**config.mk**
```make
export PLATFORM = sky130hd
export DESIGN_NAME = spc_top
export DESIGN_NICKNAME = d
export VERILOG_FILES = /design/src/hdl/spc_pkg.sv /design/src/hdl/spc_sync.sv /design/src/hdl/spc_clkdiv.sv /design/src/hdl/spc_top.sv
export SDC_FILE = /design/constraint.sdc
export NUM_CORES = 1
export LEC_CHECK = 0
export ABC_AREA = 1
export BUFFER_PORTS_ARGS = -buffer_cell sky130_fd_sc_hd__buf_2
export CORE_AREA = 2 2 104 106
export DETAILED_ROUTE_END_ITERATION = 16
export DIE_AREA = 0 0 106 108
export GPL_TIMING_DRIVEN = 0
export PLACE_DENSITY = 0.73
export SYNTH_ARGS = -nofsm -noshare
export SYNTH_HDL_FRONTEND = slang
export SYNTH_SLANG_ARGS = --single-unit
```
**constraint.sdc**
```tcl
create_clock -name CLK_IN -period 2.1 [get_ports CLK_IN]
set_clock_uncertainty 0.15 [all_clocks]
set_input_delay 0.42 -clock CLK_IN [delete_from_list [all_inputs] [get_ports CLK_IN]]
set_output_delay 0.42 -clock CLK_IN [all_outputs]
set_load 0.05 [all_outputs]
```
**src/hdl/spc_pkg.sv**
```systemverilog
// Shared constants, register map and carrier types of the serial port framing block.
package spc_pkg;

  // ----------------------------------------------------------------
  // Timing
  // ----------------------------------------------------------------
  localparam int unsigned CLK_PERIOD_NS = 4;
  localparam int unsigned SCK_HALF_NS   = 80;
  localparam int unsigned SCK_HALF_CYC  = (SCK_HALF_NS + CLK_PERIOD_NS - 1) / CLK_PERIOD_NS;

  // ----------------------------------------------------------------
  // Register indices, byte address is four times the index
  // ----------------------------------------------------------------
  localparam int unsigned BUS_ADDR_W = 16;
  localparam logic [13:0] IDX_DATA   = 14'h0F60;
  localparam logic [13:0] IDX_CMD    = 14'h0F61;
  localparam logic [13:0] IDX_CTRL   = 14'h0F62;
  localparam logic [13:0] IDX_MODE   = 14'h0F63;
  localparam logic [13:0] IDX_STAT   = 14'h0F64;
  localparam logic [13:0] IDX_STATE  = 14'h0F65;

  // ----------------------------------------------------------------
  // Field layouts and reset values
  // ----------------------------------------------------------------
  localparam int unsigned MODE_FRAME_LSB = 5;
  localparam int unsigned MODE_LEN_LSB   = 2;
  localparam int unsigned MODE_DIR_BIT   = 1;
  localparam int unsigned MODE_POL_BIT   = 0;
  localparam int unsigned CTRL_PE_HI_BIT = 6;
  localparam int unsigned CTRL_IDLE_BIT  = 3;
  localparam int unsigned CTRL_OD_BIT    = 2;
  localparam int unsigned CTRL_MST_BIT   = 1;
  localparam int unsigned CTRL_PE_LO_BIT = 0;
  localparam int unsigned CMD_SSV_BIT    = 0;
  localparam int unsigned STAT_TXE_BIT   = 7;
  localparam int unsigned STAT_ABT_BIT   = 4;
  localparam int unsigned STAT_RXR_BIT   = 2;
  localparam int unsigned STAT_BUSY_BIT  = 1;
  localparam int unsigned STAT_SS_BIT    = 0;
  localparam int unsigned STATE_SCK_BIT  = 7;
  localparam int unsigned STATE_SDI_BIT  = 6;
  localparam logic [7:0]  MODE_RESET     = 8'h00;
  localparam logic [7:0]  CTRL_RESET     = 8'h00;
  localparam logic [7:0]  ONES_BYTE      = 8'hFF;
  localparam logic [3:0]  CHAR_FULL      = 4'h8;

  // ----------------------------------------------------------------
  // Encodings
  // ----------------------------------------------------------------
  localparam logic [2:0] FRAME_SPI  = 3'h0;
  localparam logic [2:0] FRAME_LOOP = 3'h1;
  localparam logic [2:0] FRAME_SYNC = 3'h2;
  localparam logic [1:0] PE_OFF     = 2'h0;
  localparam logic [1:0] PE_TX      = 2'h2;

  typedef enum logic [2:0] {
    ST_IDLE  = 3'h1,
    ST_LEAD  = 3'h2,
    ST_SHIFT = 3'h4
  } spc_state_t;

  typedef struct packed {
    logic out;
    logic oe;
  } spc_pin_t;

  typedef struct packed {
    logic sck;
    logic ss;
    logic mosi;
    logic miso;
  } spc_lines_t;

endpackage

```
**src/hdl/spc_sync.sv**
```systemverilog
// Two-stage synchroniser for pin inputs.
module spc_sync #(
  parameter int unsigned W = 4
) (
  input  wire logic         CLK_IN,
  input  wire logic         RST_IN,
  input  wire logic [W-1:0] d_in,
  output logic      [W-1:0] q_out
);

  // ----------------------------------------------------------------
  // Stages
  // ----------------------------------------------------------------
  logic [W-1:0] meta_q;
  logic [W-1:0] meta_d;
  logic [W-1:0] sync_q;
  logic [W-1:0] sync_d;

  // The first stage feeds only the second, to keep metastability contained.
  always_comb begin
    meta_d = d_in;
    sync_d = meta_q;
  end

  always_ff @(posedge CLK_IN) begin
    if (RST_IN) begin
      meta_q <= '0;
      sync_q <= '0;
    end else begin
      meta_q <= meta_d;
      sync_q <= sync_d;
    end
  end

  assign q_out = sync_q;

endmodule

```
**src/hdl/spc_clkdiv.sv**
```systemverilog
// Divider that produces the half-period enable pulse of the serial clock.
module spc_clkdiv #(
  parameter int unsigned HALF = spc_pkg::SCK_HALF_CYC,
  parameter int unsigned W    = $clog2(HALF + 1)
) (
  input  wire logic CLK_IN,
  input  wire logic RST_IN,
  input  wire logic en_in,
  output logic      tick_out
);

  // ----------------------------------------------------------------
  // Counter
  // ----------------------------------------------------------------
  logic [W-1:0] cnt_q;
  logic [W-1:0] cnt_d;

  assign tick_out = en_in && (cnt_q == W'(HALF - 1));

  always_comb begin
    cnt_d = cnt_q;
    if (!en_in || tick_out) begin
      cnt_d = '0;
    end else begin
      cnt_d = cnt_q + W'(1);
    end
  end

  always_ff @(posedge CLK_IN) begin
    if (RST_IN) begin
      cnt_q <= '0;
    end else begin
      cnt_q <= cnt_d;
    end
  end

endmodule

```
**src/hdl/spc_top.sv**
```systemverilog
// Serial port pin, framing and character engine with its Avalon-MM register slave.
// Overview of operation
// RL1: Clock idle level bit picks whether the serial clock rests low or high.
// RL2: Open-drain bit makes all four port pins open-drain instead of push-pull.
// RL3: As slave, data goes out on MISO, in on MOSI, clock is input.
// RL4: As master, data goes out on MOSI, in on MISO, clock is driven.
// RL5: Standard framing with select output drives SS from the select value bit.
// RL6: Master software sets select value no later than the first data write.
// RL7: Standard framing clears the select value bit after the frame's last character.
// RL8: Standard framing toggles the clock only during bits, one cycle per bit.
// RL9: Master loopback deasserts outputs and feeds transmit shifter into receive shifter.
// RL10: Slave loopback echoes MOSI straight to MISO while select is asserted.
// RL11: Synchronous master shows select one clock period before the frame data.
// RL12: Synchronous frame boundary is a select value change or SS level change.
// RL13: Synchronous framing runs frames back to back while transmit data keeps coming.
// RL14: Synchronous slave starts a transaction the clock cycle after any SS change.
// RL15: Character length code zero means eight bits, otherwise the code's bit count.
// RL16: Select direction bit makes SS an input at zero, driven output at one.
// RL17: Software sets select output for single master, input for slave or multi-master.
// RL18: Select polarity bit chooses active-low or active-high SS for the select value.
// RL19: Port enable field: off, receive only, transmit only, or both.
// RL20: Slave sets abort flag when SS drops before a full character moved.
// RL21: Reserved framing codes behave like standard framing.
//
// Design decision made here: the Avalon-MM interface to the registers.
module spc_top (
  input  wire logic        CLK_IN,
  input  wire logic        RST_IN,
  input  wire logic [15:0] AVS_ADDRESS_IN,
  input  wire logic        AVS_READ_IN,
  input  wire logic        AVS_WRITE_IN,
  input  wire logic [31:0] AVS_WRITEDATA_IN,
  input  wire logic [3:0]  AVS_BYTEENABLE_IN,
  output logic      [31:0] AVS_READDATA_OUT,
  output logic             AVS_WAITREQUEST_OUT,
  input  wire logic        SCK_IN,
  output logic             SCK_OUT,
  output logic             SCK_OE_OUT,
  input  wire logic        SS_IN,
  output logic             SS_OUT,
  output logic             SS_OE_OUT,
  input  wire logic        MOSI_IN,
  output logic             MOSI_OUT,
  output logic             MOSI_OE_OUT,
  input  wire logic        MISO_IN,
  output logic             MISO_OUT,
  output logic             MISO_OE_OUT
);

  // ----------------------------------------------------------------
  // Helpers
  // ----------------------------------------------------------------
  function automatic logic [3:0] char_bits(input logic [2:0] code);
    return (code == 3'h0) ? spc_pkg::CHAR_FULL : {1'b0, code}; // RL15
  endfunction

  function automatic spc_pkg::spc_pin_t pin_drive(input logic v, input logic drv,
                                                  input logic od);
    spc_pkg::spc_pin_t p;
    p.out = od ? 1'b0 : v; // RL2
    p.oe  = drv & (od ? ~v : 1'b1); // RL2
    return p;
  endfunction

  // ----------------------------------------------------------------
  // State
  // ----------------------------------------------------------------
  spc_pkg::spc_state_t st_q, st_d;
  spc_pkg::spc_lines_t pins_raw, pins_s;
  logic [7:0]  mode_q, mode_d, ctrl_q, ctrl_d, txbuf_q, txbuf_d, rxbuf_q, rxbuf_d;
  logic [7:0]  txsh_q, txsh_d, rxsh_q, rxsh_d;
  logic [3:0]  cnt_q, cnt_d;
  logic        ssv_q, ssv_d, txfull_q, txfull_d, rxrdy_q, rxrdy_d, abort_q, abort_d;
  logic        half_q, half_d, sck_q, sck_d, lastssv_q, lastssv_d, run_q, run_d;
  logic        ssprev_q, sckprev_q, ack_q, ack_d;
  logic [31:0] rdata_q, rdata_d;
  logic        do_load, char_done, abort_evt, frame_end, tick;
  logic        bus_acc, wr_fire, rd_fire;
  logic [13:0] idx;
  logic [2:0]  frame;
  logic [1:0]  pe;
  logic [3:0]  nbits;
  logic        en, master, idle, od, dir, pol, sync, loop, loop_m, ss_act, din;
  logic        lead_e, trail_e, ss_chg, pe_tx, pe_rx;
  spc_pkg::spc_pin_t sck_p, ss_p, mosi_p, miso_p;

  // ----------------------------------------------------------------
  // Pin synchronisers and clock divider
  // ----------------------------------------------------------------
  assign pins_raw = '{sck: SCK_IN, ss: SS_IN, mosi: MOSI_IN, miso: MISO_IN};

  spc_sync #(.W(4)) u_sync (
    .CLK_IN (CLK_IN),
    .RST_IN (RST_IN),
    .d_in   (pins_raw),
    .q_out  (pins_s)
  );

  spc_clkdiv #(.HALF(spc_pkg::SCK_HALF_CYC)) u_div (
    .CLK_IN   (CLK_IN),
    .RST_IN   (RST_IN),
    .en_in    (en && master),
    .tick_out (tick)
  );

  // ----------------------------------------------------------------
  // Configuration decode
  // ----------------------------------------------------------------
  assign frame  = mode_q[spc_pkg::MODE_FRAME_LSB +: 3];
  assign nbits  = char_bits(mode_q[spc_pkg::MODE_LEN_LSB +: 3]);
  assign dir    = mode_q[spc_pkg::MODE_DIR_BIT];
  assign pol    = mode_q[spc_pkg::MODE_POL_BIT];
  assign pe     = {ctrl_q[spc_pkg::CTRL_PE_HI_BIT], ctrl_q[spc_pkg::CTRL_PE_LO_BIT]};
  assign idle   = ctrl_q[spc_pkg::CTRL_IDLE_BIT];
  assign od     = ctrl_q[spc_pkg::CTRL_OD_BIT];
  assign master = ctrl_q[spc_pkg::CTRL_MST_BIT];
  assign en     = (pe != spc_pkg::PE_OFF); // RL19
  assign pe_tx  = pe[1]; // RL19
  assign pe_rx  = pe[0]; // RL19
  // Any code other than loopback or synchronous falls back to standard framing.
  assign sync   = (frame == spc_pkg::FRAME_SYNC); // RL21
  assign loop   = (frame == spc_pkg::FRAME_LOOP); // RL21
  assign loop_m = loop && master;
  assign ss_act = ~(pins_s.ss ^ pol); // RL18
  assign lead_e = (pins_s.sck != sckprev_q) && (pins_s.sck != idle);
  assign trail_e = (pins_s.sck != sckprev_q) && (pins_s.sck == idle);
  assign ss_chg = (pins_s.ss != ssprev_q); // RL12
  assign din    = master ? (loop ? txsh_q[7] : pins_s.miso) : pins_s.mosi; // RL3 RL4 RL9

  // ----------------------------------------------------------------
  // Bus slave: one wait state, then the answer
  // ----------------------------------------------------------------
  assign idx     = AVS_ADDRESS_IN[spc_pkg::BUS_ADDR_W-1:2];
  assign bus_acc = (AVS_READ_IN || AVS_WRITE_IN) && !ack_q;
  assign wr_fire = AVS_WRITE_IN && ack_q && AVS_BYTEENABLE_IN[0];
  assign rd_fire = AVS_READ_IN && ack_q;
  assign AVS_WAITREQUEST_OUT = bus_acc;
  assign AVS_READDATA_OUT    = rdata_q;

  // ----------------------------------------------------------------
  // Next state
  // ----------------------------------------------------------------
  always_comb begin
    st_d = st_q;     cnt_d = cnt_q;     half_d = half_q;     sck_d = sck_q;
    txsh_d = txsh_q; rxsh_d = rxsh_q;   txbuf_d = txbuf_q;   txfull_d = txfull_q;
    rxbuf_d = rxbuf_q; rxrdy_d = rxrdy_q; abort_d = abort_q; ssv_d = ssv_q;
    lastssv_d = lastssv_q; run_d = run_q; mode_d = mode_q;  ctrl_d = ctrl_q;
    ack_d = bus_acc; rdata_d = rdata_q;
    do_load = 1'b0;  char_done = 1'b0;  abort_evt = 1'b0;   frame_end = 1'b0;
    if (!en) begin
      st_d = spc_pkg::ST_IDLE;
      cnt_d = 4'h0;
      half_d = 1'b0;
      run_d = 1'b0;
    end else if (master) begin
      case (st_q)
        spc_pkg::ST_IDLE: begin
          sck_d = idle; // RL1
          if (txfull_q && pe_tx) begin
            do_load = 1'b1;
            cnt_d = 4'h0;
            half_d = 1'b0;
            lastssv_d = ssv_q;
            // In synchronous framing a changed select value is a new frame and earns one lead period.
            st_d = (sync && (ssv_q != lastssv_q)) ? spc_pkg::ST_LEAD : spc_pkg::ST_SHIFT; // RL11 RL12
          end
        end
        spc_pkg::ST_LEAD: begin
          if (tick) begin
            sck_d = ~sck_q; // RL11
            half_d = ~half_q;
            if (half_q) begin
              st_d = spc_pkg::ST_SHIFT; // RL11
            end
          end
        end
        spc_pkg::ST_SHIFT: begin
          if (tick && !half_q) begin
            sck_d = ~idle; // RL8
            rxsh_d = {rxsh_q[6:0], din}; // RL9
            half_d = 1'b1;
          end else if (tick) begin
            sck_d = idle; // RL8
            half_d = 1'b0;
            txsh_d = {txsh_q[6:0], 1'b1};
            cnt_d = cnt_q + 4'h1;
            if (cnt_q + 4'h1 == nbits) begin
              char_done = 1'b1; // RL15
              // Returning to idle costs no clock edge: the divider keeps its pace.
              st_d = spc_pkg::ST_IDLE; // RL13
              frame_end = !txfull_q && !sync && !loop; // RL7
            end
          end
        end
        default: st_d = spc_pkg::ST_IDLE;
      endcase
    end else begin
      case (st_q)
        spc_pkg::ST_IDLE: begin
          if (sync ? run_q : ss_act) begin
            do_load = 1'b1;
            cnt_d = 4'h0;
            half_d = 1'b0;
            st_d = spc_pkg::ST_SHIFT;
          end
        end
        spc_pkg::ST_LEAD: begin
          if (trail_e) begin
            do_load = 1'b1; // RL14
            cnt_d = 4'h0;
            half_d = 1'b0;
            st_d = spc_pkg::ST_SHIFT; // RL14
          end
        end
        spc_pkg::ST_SHIFT: begin
          if (lead_e) begin
            rxsh_d = {rxsh_q[6:0], din}; // RL3
            half_d = 1'b1;
          end else if (trail_e && half_q) begin
            txsh_d = {txsh_q[6:0], 1'b1};
            half_d = 1'b0;
            cnt_d = cnt_q + 4'h1;
            if (cnt_q + 4'h1 == nbits) begin
              char_done = 1'b1; // RL15
              st_d = spc_pkg::ST_IDLE;
            end
          end
        end
        default: st_d = spc_pkg::ST_IDLE;
      endcase
      if (sync && ss_chg) begin
        abort_evt = (st_q == spc_pkg::ST_SHIFT) && ((cnt_q != 4'h0) || half_q); // RL20
        run_d = 1'b1;
        do_load = 1'b0;
        st_d = spc_pkg::ST_LEAD; // RL12 RL14
      end else if (!sync && !ss_act && (st_q == spc_pkg::ST_SHIFT)) begin
        abort_evt = (cnt_q != 4'h0) || half_q; // RL20
        do_load = 1'b0;
        st_d = spc_pkg::ST_IDLE;
      end
      if (!sync) begin
        run_d = 1'b0;
      end
    end
    if (do_load) begin
      // Short characters are left-aligned so the most significant bit leaves first.
      txsh_d = (pe_tx && txfull_q) ? (txbuf_q << (spc_pkg::CHAR_FULL - nbits))
                                   : spc_pkg::ONES_BYTE;
      txfull_d = 1'b0;
    end
    if (frame_end) begin
      ssv_d = 1'b0; // RL7
    end
    if (rd_fire && (idx == spc_pkg::IDX_DATA)) begin
      rxrdy_d = 1'b0;
    end
    if (char_done && pe_rx) begin
      rxbuf_d = rxsh_q & (spc_pkg::ONES_BYTE >> (spc_pkg::CHAR_FULL - nbits)); // RL15
      rxrdy_d = 1'b1;
    end
    if (wr_fire) begin
      case (idx)
        spc_pkg::IDX_DATA: begin
          txbuf_d = AVS_WRITEDATA_IN[7:0];
          txfull_d = 1'b1;
        end
        spc_pkg::IDX_CMD:  ssv_d = AVS_WRITEDATA_IN[spc_pkg::CMD_SSV_BIT];
        spc_pkg::IDX_CTRL: ctrl_d = AVS_WRITEDATA_IN[7:0];
        spc_pkg::IDX_MODE: mode_d = AVS_WRITEDATA_IN[7:0];
        spc_pkg::IDX_STAT: abort_d = abort_q && !AVS_WRITEDATA_IN[spc_pkg::STAT_ABT_BIT];
        default: ;
      endcase
    end
    if (abort_evt) begin
      abort_d = 1'b1; // RL20
    end
    if (bus_acc && AVS_READ_IN) begin
      rdata_d = 32'h0000_0000;
      case (idx)
        spc_pkg::IDX_DATA:  rdata_d[7:0] = rxbuf_q;
        spc_pkg::IDX_CMD:   rdata_d[spc_pkg::CMD_SSV_BIT] = ssv_q;
        spc_pkg::IDX_CTRL:  rdata_d[7:0] = ctrl_q;
        spc_pkg::IDX_MODE:  rdata_d[7:0] = mode_q;
        spc_pkg::IDX_STAT: begin
          rdata_d[spc_pkg::STAT_TXE_BIT]  = !txfull_q;
          rdata_d[spc_pkg::STAT_ABT_BIT]  = abort_q;
          rdata_d[spc_pkg::STAT_RXR_BIT]  = rxrdy_q;
          rdata_d[spc_pkg::STAT_BUSY_BIT] = (st_q != spc_pkg::ST_IDLE);
          rdata_d[spc_pkg::STAT_SS_BIT]   = pins_s.ss;
        end
        spc_pkg::IDX_STATE: begin
          rdata_d[spc_pkg::STATE_SCK_BIT] = pins_s.sck;
          rdata_d[spc_pkg::STATE_SDI_BIT] = master ? pins_s.miso : pins_s.mosi;
          rdata_d[2:0] = st_q;
        end
        default: ;
      endcase
    end
  end

  // ----------------------------------------------------------------
  // Registers
  // ----------------------------------------------------------------
  always_ff @(posedge CLK_IN) begin
    if (RST_IN) begin
      st_q <= spc_pkg::ST_IDLE;  cnt_q <= 4'h0;  half_q <= 1'b0;  sck_q <= 1'b0;
      txsh_q <= spc_pkg::ONES_BYTE; rxsh_q <= 8'h00; txbuf_q <= 8'h00; txfull_q <= 1'b0;
      rxbuf_q <= 8'h00; rxrdy_q <= 1'b0; abort_q <= 1'b0; ssv_q <= 1'b0;
      lastssv_q <= 1'b0; run_q <= 1'b0; mode_q <= spc_pkg::MODE_RESET;
      ctrl_q <= spc_pkg::CTRL_RESET; ack_q <= 1'b0; rdata_q <= 32'h0000_0000;
      ssprev_q <= 1'b0; sckprev_q <= 1'b0;
    end else begin
      st_q <= st_d;  cnt_q <= cnt_d;  half_q <= half_d;  sck_q <= sck_d;
      txsh_q <= txsh_d; rxsh_q <= rxsh_d; txbuf_q <= txbuf_d; txfull_q <= txfull_d;
      rxbuf_q <= rxbuf_d; rxrdy_q <= rxrdy_d; abort_q <= abort_d; ssv_q <= ssv_d;
      lastssv_q <= lastssv_d; run_q <= run_d; mode_q <= mode_d;
      ctrl_q <= ctrl_d; ack_q <= ack_d; rdata_q <= rdata_d;
      ssprev_q <= pins_s.ss; sckprev_q <= pins_s.sck;
    end
  end

  // ----------------------------------------------------------------
  // Pin drivers
  // ----------------------------------------------------------------
  // The slave echo is a pure wire path, so it passes the pin with no clock delay.
  always_comb begin
    sck_p  = pin_drive(loop_m ? idle : sck_q, en && master, od); // RL1 RL4 RL9
    mosi_p = pin_drive(loop_m ? 1'b1 : txsh_q[7], en && master, od); // RL4 RL9
    ss_p   = pin_drive(loop_m ? ~pol : ~(ssv_q ^ pol), en && dir, od); // RL5 RL16 RL18
    miso_p = pin_drive((loop && ss_act) ? MOSI_IN : txsh_q[7],
                       en && !master && (ss_act || sync), od); // RL3 RL10
  end

  assign SCK_OUT     = sck_p.out;
  assign SCK_OE_OUT  = sck_p.oe;
  assign SS_OUT      = ss_p.out;
  assign SS_OE_OUT   = ss_p.oe;
  assign MOSI_OUT    = mosi_p.out;
  assign MOSI_OE_OUT = mosi_p.oe;
  assign MISO_OUT    = miso_p.out;
  assign MISO_OE_OUT = miso_p.oe;
endmodule

```
==> flow_metrics.tcl <==
set metrics [dict create \
    outcome "complete, but fails checks" \
    failing_checks "setup timing" \
    vdd_drop_max_mv 0.388 \
    cts.path.max_buffers 2 \
    yosys.cell_types.count 43 \
    synthDominantCellAreaShare 0.343 \
    drt_drc_violations_left 0 \
    worstHoldPathCells 3 \
    coreArea_sq_um 10200 \
    yosys.cell_count.top_type "sky130_fd_sc_hd__nand2_1" \
    path_max_fanout 4 \
    clock_power_share 0.383 \
    gr-usage-all-layers 0.260 \
    final.min_clock_period_ns 2.32 \
    via_count_of_the_first_global_routing_pass 4810 \
    setup-violations-final 8 \
    tritoncts "yes" \
    power.net_switching_uw 932 \
    timing.max_cap.violations 0 \
    worstRegToRegCells 10 \
    synth.top_cells.by_count "sky130_fd_sc_hd__nand2_1 (219), sky130_fd_sc_hd__dfxtp_1 (87), sky130_fd_sc_hd__nor2_1 (86)" \
    die-area_sq_um 11400 \
    wire_length_of_the_first_global_routing_pass_mm 23.3 \
    post_route_cells_drive_above_1_share 0.219 \
    worst_ep_arrival_time_ns 1.75 \
    criticalPathCategory "register to primary output" \
    postRouteWirelength_mm 14.2 \
    die-width_microns 106 \
    power.switching_fraction 0.287 \
    power.combinational.fraction 0.103 \
    synth_enable_flop_cells 0 \
    hold_viol_final 0 \
    finish.net_count 945 \
    place_area_sq_um 5580 \
    fmax_mhz 432 \
    ys_async_sr_fraction 0 \
    antenna_found_initial 0 \
    worst_setup_hold_path_clk_slew_ns 0.09 \
    synth_area_sq_um 5080 \
    cts_hold_buf 0 \
    grt_start_max_net_pins 17 \
    ctsRootBufferMaster "sky130_fd_sc_hd__clkbuf_8" \
    pnr_worst_setup_slack_ns -0.216 \
    end_kind "primary output" \
    power.internal_mw 2.32 \
    hpwl_after_dpl_mm 10.8 \
    min-delay-path-class "input port to register" \
    ys.warnings.count 0 \
    p_seq_frac 0.514 \
    rsz0062_at_grt "yes" \
    route.detailed.vias_per_inst 5.16 \
    cellLeakagePower_nw 2.73 \
    synthToLayoutAreaGrowth_pct 19.5 \
    timing.max_slew.rel_slack 0.498 \
    antenna_nets_post_route 0 \
    drtIter0Drc 340 \
    pwr_density_cell_nw_per_um2 536 \
    cp-start-kind "register" \
    effective_utilization_at_floorplan 0.496 \
    syn_area_per_cell_sq_um 6.47 \
    antennaDiodeCount 0 \
    pin_count 101 \
    synth.ff_latch_count 87 \
    layout.cell_area.non_filler_sq_um 6060 \
    maxSlewViolCount 0 \
    final.setup.tns_ns -0.986 \
    htree_num_levels 3 \
    fp-row-count 37 \
    most_frequently_used_flop_master_after_synthesis "sky130_fd_sc_hd__dfxtp_1" \
    seq_area_frac_synth 0.343 \
    drt-pass1-iter-count 5 \
    wire_per_inst_microns 14.0 \
    postSynthCellCount 785 \
    die-height_microns 108 \
    critical_path_required_ns 1.53 \
    num_vias 5260 \
    clock-sinks 87 \
    worst_margin_slew_ns 0.753 \
    r2r_slack_ns 0.07 \
    report.power.total_mw 3.25 \
    crit_share_post_route 1.10 \
    finalWeightedCongestion 0.974 \
    worst_skew_pair.late_latency_ns 0.38 \
    overall_overflow_remaining_after_global_route 0 \
    placement.io_buffers 47 \
    yosys.area.top_type "sky130_fd_sc_hd__dfxtp_1" \
    cts-buffers-inserted 9 \
    synthTopCellsByArea "sky130_fd_sc_hd__dfxtp_1 (34%), sky130_fd_sc_hd__nand2_1 (16%), sky130_fd_sc_hd__nand3_1 (6.9%)" \
]
[cells in the final DEF (no fill, tap or decap), drive strengths merged, types with 7 or more instances in the layout]
cell      n
a21oi    55
buf      94
clkbuf   17
conb     24
dfxtp    87
ha        7
inv      92
nand2   229
nand3    78
nand4     7
nor2     95
nor3     14
o21ai    58
[through the flow]
| step | setup slack (ns) | hold slack, ns | utilization | instances |
|---|---|---|---|---|
| final | -0.216 | 0.0936 | 0.593 | 1019 |
| after global routing | -0.299 | 0.100 | 0.593 | 1019 |
| after CTS | -0.237 | 0.0939 | 0.583 | 1011 |
| after detailed placement | -0.254 | 0.242 | 0.546 | 991 |
| after global placement | -0.237 | 0.241 | 0.546 | 991 |
| after floorplan | 0.0598 | 0.238 | - | 808 |
[kinds of logic (layout without fill, tap and decap cells)]
family | after synthesis | in the layout | share of synthesized area
buffers and inverters | 134 | 209 | 0.123
AO/OA/AOI/OAI | 125 | 125 | 0.133
other | 1 | 24 | 0.000739
XOR/XNOR | 3 | 3 | 0.00518
adder cells (fa/ha/maj) | 7 | 7 | 0.0173
flip-flops | 87 | 87 | 0.343
AND/OR/NAND/NOR | 428 | 428 | 0.378
[critical path: stages, from the launching register on]
cell and delay, ns:
sky130_fd_sc_hd__dfxtp_2 0.37, sky130_fd_sc_hd__nor3_4 0.21, sky130_fd_sc_hd__inv_2 0.08, sky130_fd_sc_hd__nor2_4 0.11, sky130_fd_sc_hd__nor2_2 0.07, sky130_fd_sc_hd__xor2_2 0.15, sky130_fd_sc_hd__o211ai_1 0.17, sky130_fd_sc_hd__inv_1 0.07
sky130_fd_sc_hd__buf_6 0.15
[layer usage]
layer  vias up  wire (microns)  track usage
met5         -               0            0
met4         0             585        0.142
met3        39             819       0.0271
met2       206            6520        0.424
met1      2358            6320        0.340
li1       2657               -            -
[registers in the layout, indices dropped and copies added, names as in the netlist, 5 cells and up]
register,count
ctrl_q,8
u_div.cnt_q,5
rxsh_q,8
AVS_READDATA_OUT,8
mode_q,8
txsh_q,8
rxbuf_q,8
txbuf_q,8
[power by group through the flow]
stage | combinational (mW) | sequential, mW | clock (mW)
2_1_floorplan | 0.228 | 1.73 | 0
3_3_place_gp | 0.328 | 1.71 | 0
3_5_place_dp | 0.330 | 1.71 | 0
4_1_cts | 0.332 | 1.67 | 1.25
5_1_grt | 0.361 | 1.67 | 1.32
6_report | 0.336 | 1.67 | 1.24
[worst paths after layout]
check / startpoint / to
setup reg to reg: mode_q[2]$_SDFFE_PP0P_ / rxbuf_q[5]$_SDFFE_PP0P_
hold reg to reg: u_sync.meta_q[1]$_SDFF_PP0_ / u_sync.q_out[1]$_SDFF_PP0_
hold / removal: SS_IN / u_sync.meta_q[2]$_SDFF_PP0_
setup / recovery: mode_q[7]$_SDFFE_PP0P_ / SS_OE_OUT
[repair_timing]
item / 4_1_cts / 5_1_grt
setup endpoints to repair: 18 / 31
gates resized for setup: 51 / 15
setup buffers: 5 / 9
gates cloned: 0 / 0
pin swaps: 6 / 5
[cell type report]
class | instances | area (sq um)
Fill cell | 1021 | 4170
Tap cell | 136 | 170
Clock inverter | 7 | 77.6
Timing Repair Buffer | 61 | 394
Sequential cell | 87 | 1760
Multi-Input combinational cell | 587 | 2910
Inverter | 91 | 355
Clock buffer | 9 | 124
Buffer | 41 | 282
(Power assumes the default switching activity.)
